**src/verilog/pfl_cfg.svh**
```systemverilog
`ifndef PFL_CFG_SVH
`define PFL_CFG_SVH

`define PFL_ADDR_WIDTH 12
`define PFL_OFS_FILTER_CFG 12'h0622
`define PFL_OFS_DOMAIN_VER 12'h0624
`define PFL_OFS_RX_DELAY 12'h0640
`define PFL_OFS_TX_DELAY 12'h0642
`define PFL_OFS_ASYM 12'h0644
`define PFL_OFS_LINK_DELAY 12'h0646

`define PFL_FILTER_CFG_RESET 16'h0404
`define PFL_FILTER_CFG_WMASK 16'h1FB7
`define PFL_DOMAIN_VER_RESET 16'h0200
`define PFL_DOMAIN_VER_WMASK 16'h0FFF
`define PFL_RX_DELAY_RESET 16'h019F
`define PFL_TX_DELAY_RESET 16'h002D
`define PFL_ASYM_RESET 16'h0000
`define PFL_LINK_DELAY_RESET 16'h0000

`define PFL_BIT_DOMAIN_EN 4
`define PFL_BIT_CKSUM_EN 2
`define PFL_BIT_ANNOUNCE_P1 1
`define PFL_DOMAIN_LSB 0
`define PFL_VERSION_LSB 8
`define PFL_ASYM_SIGN 15
`define PFL_CORR_FRAC_BITS 16

`endif

```
**src/verilog/pfl_pkg.sv**
```systemverilog
`default_nettype none
package pfl_pkg;

    typedef enum logic [3:0] {
        PFL_MSG_SYNC = 4'h0,
        PFL_MSG_DELAY_REQ = 4'h1,
        PFL_MSG_PDELAY_REQ = 4'h2,
        PFL_MSG_PDELAY_RESP = 4'h3,
        PFL_MSG_OTHER = 4'hF
    } pfl_msg_kind_type;

    typedef enum logic [1:0] {
        PFL_DEC_NONE = 2'h0,
        PFL_DEC_RW = 2'h1
    } pfl_decode_type;

    typedef struct packed {
        logic [7:0] domain;
        logic [3:0] version;
        pfl_msg_kind_type kind;
        logic defaultForward;
        logic [63:0] correction;
    } pfl_rx_msg_type;

    typedef struct packed {
        logic isIpv6;
        logic modified;
        logic [15:0] origChecksum;
        logic [15:0] newChecksum;
        pfl_msg_kind_type kind;
        logic [63:0] correction;
    } pfl_tx_msg_type;

endpackage
`default_nettype wire

```
**src/verilog/pfl_corr_adjust.sv**
```systemverilog
`timescale 1ns/1ps
`default_nettype none
`include "pfl_cfg.svh"

module pfl_corr_adjust
    import pfl_pkg::*;
(
    // Clock and reset.
    input wire logic core_clk,
    input wire logic reset,
    // Message in.
    input wire logic inValid,
    input wire logic [63:0] inCorrection,
    input wire logic apply,
    input wire logic subtract,
    // Asymmetry setting, sign and magnitude.
    input wire logic [15:0] asym,
    // Message out.
    output logic outValid,
    output logic [63:0] outCorrection
);

    logic [63:0] magnitude;
    logic negative;
    logic [63:0] delta;
    logic next_outValid;
    logic [63:0] next_outCorrection;

    // The magnitude is whole nanoseconds; the correction field carries 16 fraction bits.
    assign magnitude = {33'h0_0000_0000, asym[14:0], 16'h0000};
    assign negative = asym[`PFL_ASYM_SIGN] ^ subtract;

    always_comb begin
        delta = negative ? 64'(-magnitude) : magnitude;
        next_outValid = inValid;
        next_outCorrection = outCorrection;
        if (inValid) begin
            next_outCorrection = apply ? 64'(inCorrection + delta) : inCorrection;
        end
    end

    always_ff @(posedge core_clk) begin
        if (reset) begin
            outValid <= 1'b0;
            outCorrection <= 64'h0000_0000_0000_0000;
        end else begin
            outValid <= next_outValid;
            outCorrection <= next_outCorrection;
        end
    end

    AST_ADJUST_APPLY: assert property (@(posedge core_clk) disable iff (reset)
        inValid && apply |=> outValid && outCorrection == (($past(asym[15]) != $past(subtract))
            ? 64'($past(inCorrection) - {33'h0_0000_0000, $past(asym[14:0]), 16'h0000})
            : 64'($past(inCorrection) + {33'h0_0000_0000, $past(asym[14:0]), 16'h0000})))
        else $error("Correction not adjusted by the asymmetry.");
    AST_ADJUST_BYPASS: assert property (@(posedge core_clk) disable iff (reset)
        inValid && !apply |=> outCorrection == $past(inCorrection))
        else $error("Correction changed on a message that is not adjusted.");

endmodule
`default_nettype wire

```
**src/verilog/pfl_ptp_filter.sv**
```systemverilog
// Behaviour
// - Domain check on: forward only matching domains.
// - Domain check off: default forwarding rules apply.
// - Egress IPv4 checksum recomputed if enabled, else zeroed.
// - Zero IPv4 checksum stays zero always.
// - IPv6 UDP checksum always updated.
// - Announce-from-port-1 bit, read-write, resets zero.
// - Version field must match configured value, else drop.
// - Configured domain byte, resets zero.
// - Receive latency register, resets to 415 ns.
// - Transmit latency register, resets to 45 ns.
// - Asymmetry is sign-magnitude, resets zero.
// - Add asymmetry on ingress Sync and Pdelay responses; subtract on egress requests.
// - Link delay register, resets zero.
`timescale 1ns/1ps
`default_nettype none
`include "pfl_cfg.svh"

module pfl_ptp_filter
    import pfl_pkg::*;
(
    // Clock and reset.
    input wire logic core_clk,
    input wire logic reset,
    // Host register port.
    input wire logic regWrite,
    input wire logic regRead,
    input wire logic [11:0] regAddr,
    input wire logic [1:0] regByteEn,
    input wire logic [15:0] regWrData,
    output logic regRdValid,
    output logic [15:0] regRdData,
    // Received time messages.
    input wire logic rxValid,
    input wire pfl_rx_msg_type rxMsg,
    output logic rxOutValid,
    output logic rxForward,
    output logic [63:0] rxCorrection,
    // Egress time messages.
    input wire logic txValid,
    input wire pfl_tx_msg_type txMsg,
    output logic txOutValid,
    output logic [15:0] txChecksum,
    output logic [63:0] txCorrection,
    // Settings used by the timestamp and link logic.
    output logic announceFromPort1,
    output logic [15:0] rxDelay,
    output logic [15:0] txDelay,
    output logic [15:0] linkDelay
);

    logic [15:0] filterCfg;
    logic [15:0] domainVer;
    logic [15:0] asymSetting;
    logic [15:0] next_filterCfg;
    logic [15:0] next_domainVer;
    logic [15:0] next_rxDelay;
    logic [15:0] next_txDelay;
    logic [15:0] next_asymSetting;
    logic [15:0] next_linkDelay;
    logic next_regRdValid;
    logic [15:0] next_regRdData;
    logic next_rxForward;
    logic next_txOutValid;
    logic [15:0] next_txChecksum;
    logic domainEnable;
    logic checksumEnable;
    logic [7:0] cfgDomain;
    logic [3:0] cfgVersion;
    logic versionOk;
    logic domainOk;
    logic rxApply;
    logic txApply;

    // Byte-lane merge under a write mask; read-only bits keep their stored value.
    function automatic logic [15:0] mergeWrite(input logic [15:0] old, input logic [15:0] wdata,
                                              input logic [1:0] lanes, input logic [15:0] wmask);
        logic [15:0] result;
        result = old;
        for (int lane = 0; lane < 2; lane++) begin
            for (int b = 0; b < 8; b++) begin
                if (lanes[lane] && wmask[lane * 8 + b]) begin
                    result[lane * 8 + b] = wdata[lane * 8 + b];
                end
            end
        end
        return result;
    endfunction

    // Address decode shared by the write and the read path.
    function automatic pfl_decode_type decodeHit(input logic [11:0] addr, input logic [11:0] offset);
        return (addr == offset) ? PFL_DEC_RW : PFL_DEC_NONE;
    endfunction

    assign domainEnable = filterCfg[`PFL_BIT_DOMAIN_EN];
    assign checksumEnable = filterCfg[`PFL_BIT_CKSUM_EN];
    assign announceFromPort1 = filterCfg[`PFL_BIT_ANNOUNCE_P1];
    assign cfgDomain = domainVer[`PFL_DOMAIN_LSB +: 8];
    assign cfgVersion = domainVer[`PFL_VERSION_LSB +: 4];

    // Register writes.
    always_comb begin
        next_filterCfg = filterCfg;
        next_domainVer = domainVer;
        next_rxDelay = rxDelay;
        next_txDelay = txDelay;
        next_asymSetting = asymSetting;
        next_linkDelay = linkDelay;
        if (regWrite) begin
            if (decodeHit(regAddr, `PFL_OFS_FILTER_CFG) == PFL_DEC_RW) begin
                next_filterCfg = mergeWrite(filterCfg, regWrData, regByteEn, `PFL_FILTER_CFG_WMASK);
            end
            if (decodeHit(regAddr, `PFL_OFS_DOMAIN_VER) == PFL_DEC_RW) begin
                next_domainVer = mergeWrite(domainVer, regWrData, regByteEn, `PFL_DOMAIN_VER_WMASK);
            end
            if (decodeHit(regAddr, `PFL_OFS_RX_DELAY) == PFL_DEC_RW) begin
                next_rxDelay = mergeWrite(rxDelay, regWrData, regByteEn, 16'hFFFF);
            end
            if (decodeHit(regAddr, `PFL_OFS_TX_DELAY) == PFL_DEC_RW) begin
                next_txDelay = mergeWrite(txDelay, regWrData, regByteEn, 16'hFFFF);
            end
            if (decodeHit(regAddr, `PFL_OFS_ASYM) == PFL_DEC_RW) begin
                next_asymSetting = mergeWrite(asymSetting, regWrData, regByteEn, 16'hFFFF);
            end
            if (decodeHit(regAddr, `PFL_OFS_LINK_DELAY) == PFL_DEC_RW) begin
                next_linkDelay = mergeWrite(linkDelay, regWrData, regByteEn, 16'hFFFF);
            end
        end
    end

    always_ff @(posedge core_clk) begin
        if (reset) begin
            filterCfg <= `PFL_FILTER_CFG_RESET;
            domainVer <= `PFL_DOMAIN_VER_RESET;
            rxDelay <= `PFL_RX_DELAY_RESET;
            txDelay <= `PFL_TX_DELAY_RESET;
            asymSetting <= `PFL_ASYM_RESET;
            linkDelay <= `PFL_LINK_DELAY_RESET;
        end else begin
            filterCfg <= next_filterCfg;
            domainVer <= next_domainVer;
            rxDelay <= next_rxDelay;
            txDelay <= next_txDelay;
            asymSetting <= next_asymSetting;
            linkDelay <= next_linkDelay;
        end
    end

    // Register reads; unmapped addresses read as zero.
    always_comb begin
        next_regRdValid = regRead;
        next_regRdData = regRdData;
        if (regRead) begin
            next_regRdData = 16'h0000;
            if (decodeHit(regAddr, `PFL_OFS_FILTER_CFG) == PFL_DEC_RW) begin
                next_regRdData = filterCfg;
            end
            if (decodeHit(regAddr, `PFL_OFS_DOMAIN_VER) == PFL_DEC_RW) begin
                next_regRdData = domainVer;
            end
            if (decodeHit(regAddr, `PFL_OFS_RX_DELAY) == PFL_DEC_RW) begin
                next_regRdData = rxDelay;
            end
            if (decodeHit(regAddr, `PFL_OFS_TX_DELAY) == PFL_DEC_RW) begin
                next_regRdData = txDelay;
            end
            if (decodeHit(regAddr, `PFL_OFS_ASYM) == PFL_DEC_RW) begin
                next_regRdData = asymSetting;
            end
            if (decodeHit(regAddr, `PFL_OFS_LINK_DELAY) == PFL_DEC_RW) begin
                next_regRdData = linkDelay;
            end
        end
    end

    always_ff @(posedge core_clk) begin
        if (reset) begin
            regRdValid <= 1'b0;
            regRdData <= 16'h0000;
        end else begin
            regRdValid <= next_regRdValid;
            regRdData <= next_regRdData;
        end
    end

    // Receive filtering: version first, then the domain when checking is on.
    assign versionOk = (rxMsg.version == cfgVersion);
    assign domainOk = (rxMsg.domain == cfgDomain);

    always_comb begin
        next_rxForward = rxForward;
        if (rxValid) begin
            if (!versionOk) begin
                next_rxForward = 1'b0;
            end else if (domainEnable) begin
                next_rxForward = domainOk;
            end else begin
                next_rxForward = rxMsg.defaultForward;
            end
        end
    end

    always_ff @(posedge core_clk) begin
        if (reset) begin
            rxForward <= 1'b0;
        end else begin
            rxForward <= next_rxForward;
        end
    end

    // Egress checksum: IPv6 always refreshed, a zero IPv4 checksum is left alone.
    always_comb begin
        next_txOutValid = txValid;
        next_txChecksum = txChecksum;
        if (txValid) begin
            if (txMsg.isIpv6) begin
                next_txChecksum = txMsg.modified ? txMsg.newChecksum : txMsg.origChecksum;
            end else if (txMsg.origChecksum == 16'h0000) begin
                next_txChecksum = 16'h0000;
            end else if (!checksumEnable) begin
                next_txChecksum = 16'h0000;
            end else begin
                next_txChecksum = txMsg.modified ? txMsg.newChecksum : txMsg.origChecksum;
            end
        end
    end

    always_ff @(posedge core_clk) begin
        if (reset) begin
            txOutValid <= 1'b0;
            txChecksum <= 16'h0000;
        end else begin
            txOutValid <= next_txOutValid;
            txChecksum <= next_txChecksum;
        end
    end

    assign rxApply = (rxMsg.kind == PFL_MSG_SYNC) || (rxMsg.kind == PFL_MSG_PDELAY_RESP);
    assign txApply = (txMsg.kind == PFL_MSG_DELAY_REQ) || (txMsg.kind == PFL_MSG_PDELAY_REQ);

    pfl_corr_adjust rxAdjust (
        .core_clk(core_clk),
        .reset(reset),
        .inValid(rxValid),
        .inCorrection(rxMsg.correction),
        .apply(rxApply),
        .subtract(1'b0),
        .asym(asymSetting),
        .outValid(rxOutValid),
        .outCorrection(rxCorrection)
    );

    pfl_corr_adjust txAdjust (
        .core_clk(core_clk),
        .reset(reset),
        .inValid(txValid),
        .inCorrection(txMsg.correction),
        .apply(txApply),
        .subtract(1'b1),
        .asym(asymSetting),
        .outValid(),
        .outCorrection(txCorrection)
    );

    AST_DOMAIN_DROP: assert property (@(posedge core_clk) disable iff (reset)
        rxValid && versionOk && domainEnable && !domainOk |=> rxOutValid && !rxForward)
        else $error("Message with another domain was forwarded.");
    AST_DOMAIN_PASS: assert property (@(posedge core_clk) disable iff (reset)
        rxValid && versionOk && domainEnable && domainOk |=> rxOutValid && rxForward)
        else $error("Message with the configured domain was dropped.");
    AST_DEFAULT_RULE: assert property (@(posedge core_clk) disable iff (reset)
        rxValid && versionOk && !domainEnable |=> rxForward == $past(rxMsg.defaultForward))
        else $error("Default forwarding not followed with domain check off.");
    AST_VERSION_DROP: assert property (@(posedge core_clk) disable iff (reset)
        rxValid && (rxMsg.version != domainVer[11:8]) |=> !rxForward)
        else $error("Message with another version was forwarded.");
    AST_CKSUM_OFF: assert property (@(posedge core_clk) disable iff (reset)
        txValid && !txMsg.isIpv6 && !filterCfg[2] |=> txOutValid && txChecksum == 16'h0000)
        else $error("IPv4 checksum not zeroed with generation off.");
    AST_CKSUM_ON: assert property (@(posedge core_clk) disable iff (reset)
        txValid && !txMsg.isIpv6 && filterCfg[2] && txMsg.modified && txMsg.origChecksum != 16'h0000
        |=> txChecksum == $past(txMsg.newChecksum))
        else $error("IPv4 checksum not regenerated.");
    AST_CKSUM_ZERO_KEEP: assert property (@(posedge core_clk) disable iff (reset)
        txValid && !txMsg.isIpv6 && txMsg.origChecksum == 16'h0000 |=> txChecksum == 16'h0000)
        else $error("Zero IPv4 checksum was replaced.");
    AST_CKSUM_IPV6: assert property (@(posedge core_clk) disable iff (reset)
        txValid && txMsg.isIpv6 && txMsg.modified |=> txChecksum == $past(txMsg.newChecksum))
        else $error("IPv6 checksum not updated.");
    AST_ANNOUNCE_WRITE: assert property (@(posedge core_clk) disable iff (reset)
        regWrite && regAddr == 12'h622 && regByteEn[0] |=> announceFromPort1 == $past(regWrData[1]))
        else $error("Announce bit did not take the written value.");
    AST_RESET_VALUES: assert property (@(posedge core_clk)
        reset |=> rxDelay == 16'h019F && txDelay == 16'h002D && domainVer == 16'h0200 && linkDelay == 16'h0000)
        else $error("Register reset value wrong.");
    AST_RESERVED_ZERO: assert property (@(posedge core_clk) disable iff (reset)
        regWrite |=> filterCfg[15:13] == 3'b000 && filterCfg[6] == 1'b0 && filterCfg[3] == 1'b0
        && domainVer[15:12] == 4'h0)
        else $error("Read-only reserved bit changed.");
    AST_READ_UNMAPPED: assert property (@(posedge core_clk) disable iff (reset)
        regRead && regAddr == 12'h626 |=> regRdValid && regRdData == 16'h0000)
        else $error("Unmapped address read not zero.");

    COV_DOMAIN_DROP: cover property (@(posedge core_clk) disable iff (reset)
        rxValid && domainEnable && !domainOk ##1 !rxForward);
    COV_IPV4_ZEROED: cover property (@(posedge core_clk) disable iff (reset)
        txValid && !txMsg.isIpv6 && !checksumEnable && txMsg.origChecksum != 16'h0000);
    COV_NEG_ASYM: cover property (@(posedge core_clk) disable iff (reset)
        rxValid && rxApply && asymSetting[15] && asymSetting[14:0] != 15'h0000);

endmodule
`default_nettype wire
```
**config.mk**
```make
export PLATFORM = sky130hd
export DESIGN_NAME = pfl_ptp_filter
export DESIGN_NICKNAME = d
export VERILOG_FILES = /design/src/verilog/pfl_pkg.sv /design/src/verilog/pfl_corr_adjust.sv /design/src/verilog/pfl_ptp_filter.sv
export VERILOG_INCLUDE_DIRS = /design/src /design/src/verilog
export SDC_FILE = /design/constraint.sdc
export NUM_CORES = 1
export LEC_CHECK = 0
export ABC_CLOCK_PERIOD_IN_PS = 5700
export BUFFER_PORTS_ARGS = -buffer_cell sky130_fd_sc_hd__buf_4
export CAP_MARGIN = 40
export CORE_MARGIN = 10
export CORE_UTILIZATION = 54
export CTS_CLUSTER_SIZE = 12
export DETAILED_ROUTE_END_ITERATION = 10
export GPL_ROUTABILITY_DRIVEN = 0
export PLACE_DENSITY = 0.82
export SLEW_MARGIN = 10
export SYNTH_ARGS = -nofsm -noshare
export SYNTH_HDL_FRONTEND = slang
export SYNTH_SLANG_ARGS = --single-unit
```
**constraint.sdc**
```tcl
create_clock -name core_clk -period 5.7 [get_ports core_clk]
set_input_delay 0.57 -clock core_clk [delete_from_list [all_inputs] [get_ports core_clk]]
set_output_delay 0.57 -clock core_clk [all_outputs]
set_load 0.02 [all_outputs]
```
### Word-level counts from Yosys, hierarchy flattened

Index checks and enable logic that the tools add are counted.

| operators by class | value |
|---|---|
| eq/ne operators | 17 |
| reduce and logical (&&, ||, !) cells | 16 |
| add/subtract/negate cells | 3 |
| muxes and demuxes | 22 |

Operator list:

| operator | count |
|---|---|
| $mux 64 | 4 |
| $mux 16 | 9 |
| $add 64x64->64 | 2 |
| $eq 12x11->1 const B | 6 |
| $neg 31->64 | 1 |
| $reduce_and 3->1 | 12 |
| $logic_not 16->1 | 1 |
| $mux 13 | 1 |
| $eq 4x2->1 const B | 2 |
| $eq 8x8->1 | 1 |
| $mux 1 | 8 |
| $eq 1x1->1 const B | 6 |
| $eq 4x1->1 const B | 1 |
| $eq 4x4->1 | 1 |
| $logic_not 4->1 | 1 |
| $logic_or 1x1->1 | 2 |

| storage, ports and cells | value |
|---|---|
| bits of input ports | 219 |
| register bits | 251 |
| output and inout bits | 213 |

### Longest topological paths before layout

| logic depth | value |
|---|---|
| depth after elaboration | 9 |
| mapped depth | 23 |
| mapped depth without buffers | 22 |

### Modules after synthesis

A second synthesis with hierarchy kept.

| second synthesis, totals | value |
|---|---|
| cells, all modules | 2176 |
| area, all modules | 17610.6 um2 |

Modules (own cells, without submodules):

| module | seq. area each (um2) | times used | cells each | area each (um2) |
|---|---|---|---|---|
| pfl_corr_adjust (rxAdjust) | 1301.2 | 1 | 787 | 6054.6 |
| pfl_ptp_filter | 2442.3 | 1 | 654 | 5806.8 |
| pfl_corr_adjust (txAdjust) | 1301.2 | 1 | 735 | 5749.3 |

### Worst setup path after synthesis

OpenSTA, ideal clock, no wires.

| timing path | value |
|---|---|
| path type | register to register |
| start point | reg asymSetting[0] |
| end point | reg txAdjust.outCorrection[61] |
| stages on the path, launching flop included | 23 |
| library setup time | 0.132 ns |
| data required time | 5.568 ns |
| setup slack | 1.157 ns |
| period minus slack after synthesis | 4.543 ns |
| data arrival time | 4.411 ns |
| cells stage by stage | dfxtp_1 > inv_1 > ha_1 > nand2_1 > or3_1 > nor2_1 > nand2_1 > nor4_1 > clkbuf_1 > nor2_1 > ha_1 > clkbuf_1 > a21o_1 > o21bai_1 > a221o_1 > a21bo_2 > a21oi_1 > o21a_1 > and2_1 > o41ai_2 > o21ai_0 > mux2i_1 > o21ai_0 |

| between the ends | value |
|---|---|
| word-level cells in the longest chain between the ends | 4 |

RTL lines:

| item | RTL line | text |
|---|---|---|
| start, declared | pfl_ptp_filter.sv:54 | `logic [15:0] asymSetting;` |
| start signal, assigned | pfl_ptp_filter.sv:137 | `` asymSetting <= `PFL_ASYM_RESET; `` |
| start signal, assigned | pfl_ptp_filter.sv:144 | `asymSetting <= next_asymSetting;` |
| $neg 31->64 | pfl_corr_adjust.sv:34 | `delta = negative ? 64'(-magnitude) : magnitude;` |
| $mux 64 (*) | pfl_corr_adjust.sv:34 |  |
| $add 64x64->64 (*) | pfl_corr_adjust.sv:38 | `next_outCorrection = apply ? 64'(inCorrection + delta) : inCorrection;` |
| $mux 64 (*) | pfl_corr_adjust.sv:38 |  |
| end signal, assigned | pfl_corr_adjust.sv:48 | `outCorrection <= next_outCorrection;` |
| end, declared | pfl_corr_adjust.sv:20 | `output logic [63:0] outCorrection` |

Every way passes the cells marked *; elsewhere a longest branch is shown, timed or not.
A chain may end at the register's enable or synchronous reset.

### Worst setup path in the final report

| timing path | value |
|---|---|
| start point | reg asymSetting[0] |
| end point | reg txAdjust.outCorrection[60] |

Same word-level chain as after synthesis.

==> run summary <==
Hold Path End - txAdjust.outCorrection[14]
WL/cell - 21.3 um
vias post-DR - 17000
via/cell ratio - 6.10
unrepaired setup endpoints after global routing - false
post-synth top area cell - dfxtp_1
Min Hold Slack - 236 ps
CP max stage cell - ha_1
worst slew pin tran - 883 ps
CP Class - reg -> reg
worst skew pair latency - 570 ps
EDFF count, synth - 0
initial antenna violation count - 7
area delta synth->final - 26.9%
Max Clk Rate - 193 MHz
CP Data Arrival Time - 5600 ps
Syn Area/Cell - 8.01 um^2
crit-path cells - inv_1 -> ha_1 -> nand2_1 -> or3_1 -> nor2_1 -> nand2_1 -> nor4_4 -> nor2_1 -> ha_1 -> a21oi_1 -> nand3_1 -> o31ai_1 -> and2_1 -> a21oi_1 -> a221oi_1 -> o31ai_1 -> nor2b_1 -> a221oi_1 -> xor2_1 -> o21ai_0
root buffer cell - clkbuf_16
# H-tree levels - 1
Area contributors post-synth - dfxtp_1 (31%), ha_1 (7.7%), mux2i_1 (7.2%)
Mapped Nets - 2347
most used flip-flop cell after synthesis - dfxtp_1
FFs w/ async S/R, synth - 0%
WHS Path Cells - 3
DRT Wirelength - 59300 um
Hold Vio Cnt, Final - 0
register area - 5030 um^2
clk buf depth - 3
grt total ovfl - 0
Crit Reg-Reg Startpoint - asymSetting[0]
Layout Utilization - 69.5%
most common cell in the netlist - nor2_1
maximum VDD drop - 0.000216 V
multi-input logic area - 10600 um^2
HP Class - in -> reg
die span in y - 193 um
Top Ports - 432
Netlist cell types - 75
min cycle time layout - 5190 ps
cell count after synthesis - 2026
Netlist Area Pre-Place - 16200 um^2
clk sinks - 251
CP Capture Type - flop
startpoint types - flop
filler instances - 2417
DR iter-0 viols - 1535
Die ar. - 37400 um^2
DRC - 0
r2r endpoint - txAdjust.outCorrection[60]
DR pass1 iterations - 5
antenna-violating nets left - 0
setup TNS - 0 ps
fraction of layout instances using a drive strength above 1 - 22.2%
total power draw - 4.48 mW
Detail Placement HPWL - 46000 um
Hold-fix buffers, CTS - 0
total of flip-flops plus latches after synthesis - 251
HP Start - txMsg[14]
# setup viols final - 0
vias in the first global route - 16500
I/O Buffers - 431
TritonCTS clock tree - built
Total GRT Usage - 29.3%
Pleak - 9.44 nW
CTS Buf Count - 28
first-pass GRT wire length - 91700 um
Layout Skew - 21.1 ps
Site Rows - 63
slowest stage delay, CP - 410 ps
Max-Cap Viols - 0
r2r setup slk - 510 ps
core box area - 29600 um^2
overall die width - 193 um
Synth top area share - 31.0%
Layout Nets - 2699
Critical Path RT - 6110 ps
initial core utilization - 54.8%
warnings from Yosys - 0
worst-path maximum fanout - 7
Pwr Density - 217 nW/um^2
run status - complete, no violations
pin count of the biggest net entering global routing - 116
Commonest cells post-synth - nor2_1 (261), dfxtp_1 (251), nand2_1 (235)
Max Slew Vio Count - 0
slew margin rel. - 40.7%
CTS clk-pin slew, worst paths - 70 ps
sequential area share after synthesis - 31.0%
reg2reg path depth - 20
Final Cycle Share - 91.1%
[timing repair]
| action | in CTS | in global routing |
|---|---|---|
| gates resized for setup | 0 | 1 |
| setup endpoints to repair | 0 | 4 |
| buffers inserted | 0 | 0 |
[flip-flops by register name, summed over array words and instances (netlist names)]
signal                  count
asymSetting                16
domainVer                  12
filterCfg                  11
linkDelay                  16
regRdData                  16
regRdValid                  1
rxAdjust.outCorrection     64
rxAdjust.outValid           1
rxDelay                    16
rxForward                   1
txAdjust.outCorrection     64
txChecksum                 16
txDelay                    16
txOutValid                  1
[final cells by class]
cell class	instances	share of cell area [%]
flip-flops and latches	251	24.4
repair buffers	458	16.9
inverters	31	0.565
clock inverters	10	0.711
multi-input cells	1608	51.4
clock buffers	35	3.63
diodes	6	0.0729
well taps	390	2.37
[logic make-up after synthesis]
family | count (synthesis) | share of synthesized area, %
AOI/OAI and AO/OA | 542 | 22.5
xor gates and xnor gates | 119 | 6.42
adders and majority gates | 102 | 7.96
buffers and inverters | 167 | 4.08
DFF | 251 | 31.0
muxes | 124 | 7.91
and+or+nand+nor | 721 | 20.2
[metrics by stage]
stage | instances | instance area [um^2] | setup slack (ps)
3_3_place_gp | 2728 | 19600 | 792
2_1_floorplan | 2026 | 16200 | 1160
3_5_place_dp | 2737 | 19700 | 520
5_1_grt | 2788 | 20600 | 103
6_report | 2789 | 20600 | 509
4_1_cts | 2782 | 20500 | 449
[critical path: cells and delay by family, from the launching register on]
kind | cells | cell delay [ps]
fa+ha+maj | 2 | 620
compound gates | 7 | 1720
xor+xnor | 1 | 170
buf+inv | 1 | 100
simple gates | 9 | 1980
flops | 1 | 400
[placed cells by master, fill, tap and decap left out, types with 9 or more instances in the layout]
master and instances:
clkbuf_16 28, xnor2_1 76, or3_1 9, nor4_1 13, a311oi_1 60, nor2b_1 41
and2_1 14, and3_1 9, nand2b_1 17, a21oi_1 121, dfxtp_1 250, a211o_1 15
inv_1 30, nor3_1 18, a22oi_1 28, nor2_1 260, o21ai_0 105, a211oi_1 24
a31oi_1 15, a22o_1 11, nand2_1 235, ha_1 100, o21a_1 12, xor2_1 43
a221oi_1 13, nand4_1 26, o21bai_1 18, mux2i_1 117, nand3_1 40, o211ai_1 13
a21o_1 62, buf_4 454
[worst max-delay path by stage]
| stage | startpoint | endpoint | slack (ps) | cells past startpoint |
|---|---|---|---|---|
| final | asymSetting[0] | txAdjust.outCorrection[60] | 510 | 20 |
| after global routing | asymSetting[0] | txAdjust.outCorrection[60] | 100 | 20 |
| after floorplan | asymSetting[0] | txAdjust.outCorrection[61] | 1160 | 22 |
| after detailed placement | asymSetting[0] | txAdjust.outCorrection[60] | 520 | 20 |
| after CTS | asymSetting[0] | txAdjust.outCorrection[60] | 450 | 20 |
| after global placement | asymSetting[0] | txAdjust.outCorrection[60] | 790 | 20 |
[layer usage]
layer  track usage (%)  share of wire [%]  wire, um
met5                 0              0.022        13
met4              10.8                3.6      2160
met3              7.99                 10      5930
met2              47.6                 46     27100
met1              36.4                 41     24100
[where the power goes]
| group | total (mW) | switching (mW) | leakage, nW | internal [mW] |
|---|---|---|---|---|
| Sequential | 1.88 | 0.0445 | 2.06 | 1.83 |
| Clock | 1.82 | 0.759 | 0.435 | 1.06 |
| Combinational | 0.783 | 0.451 | 6.95 | 0.333 |
(Power assumes the default switching activity.)
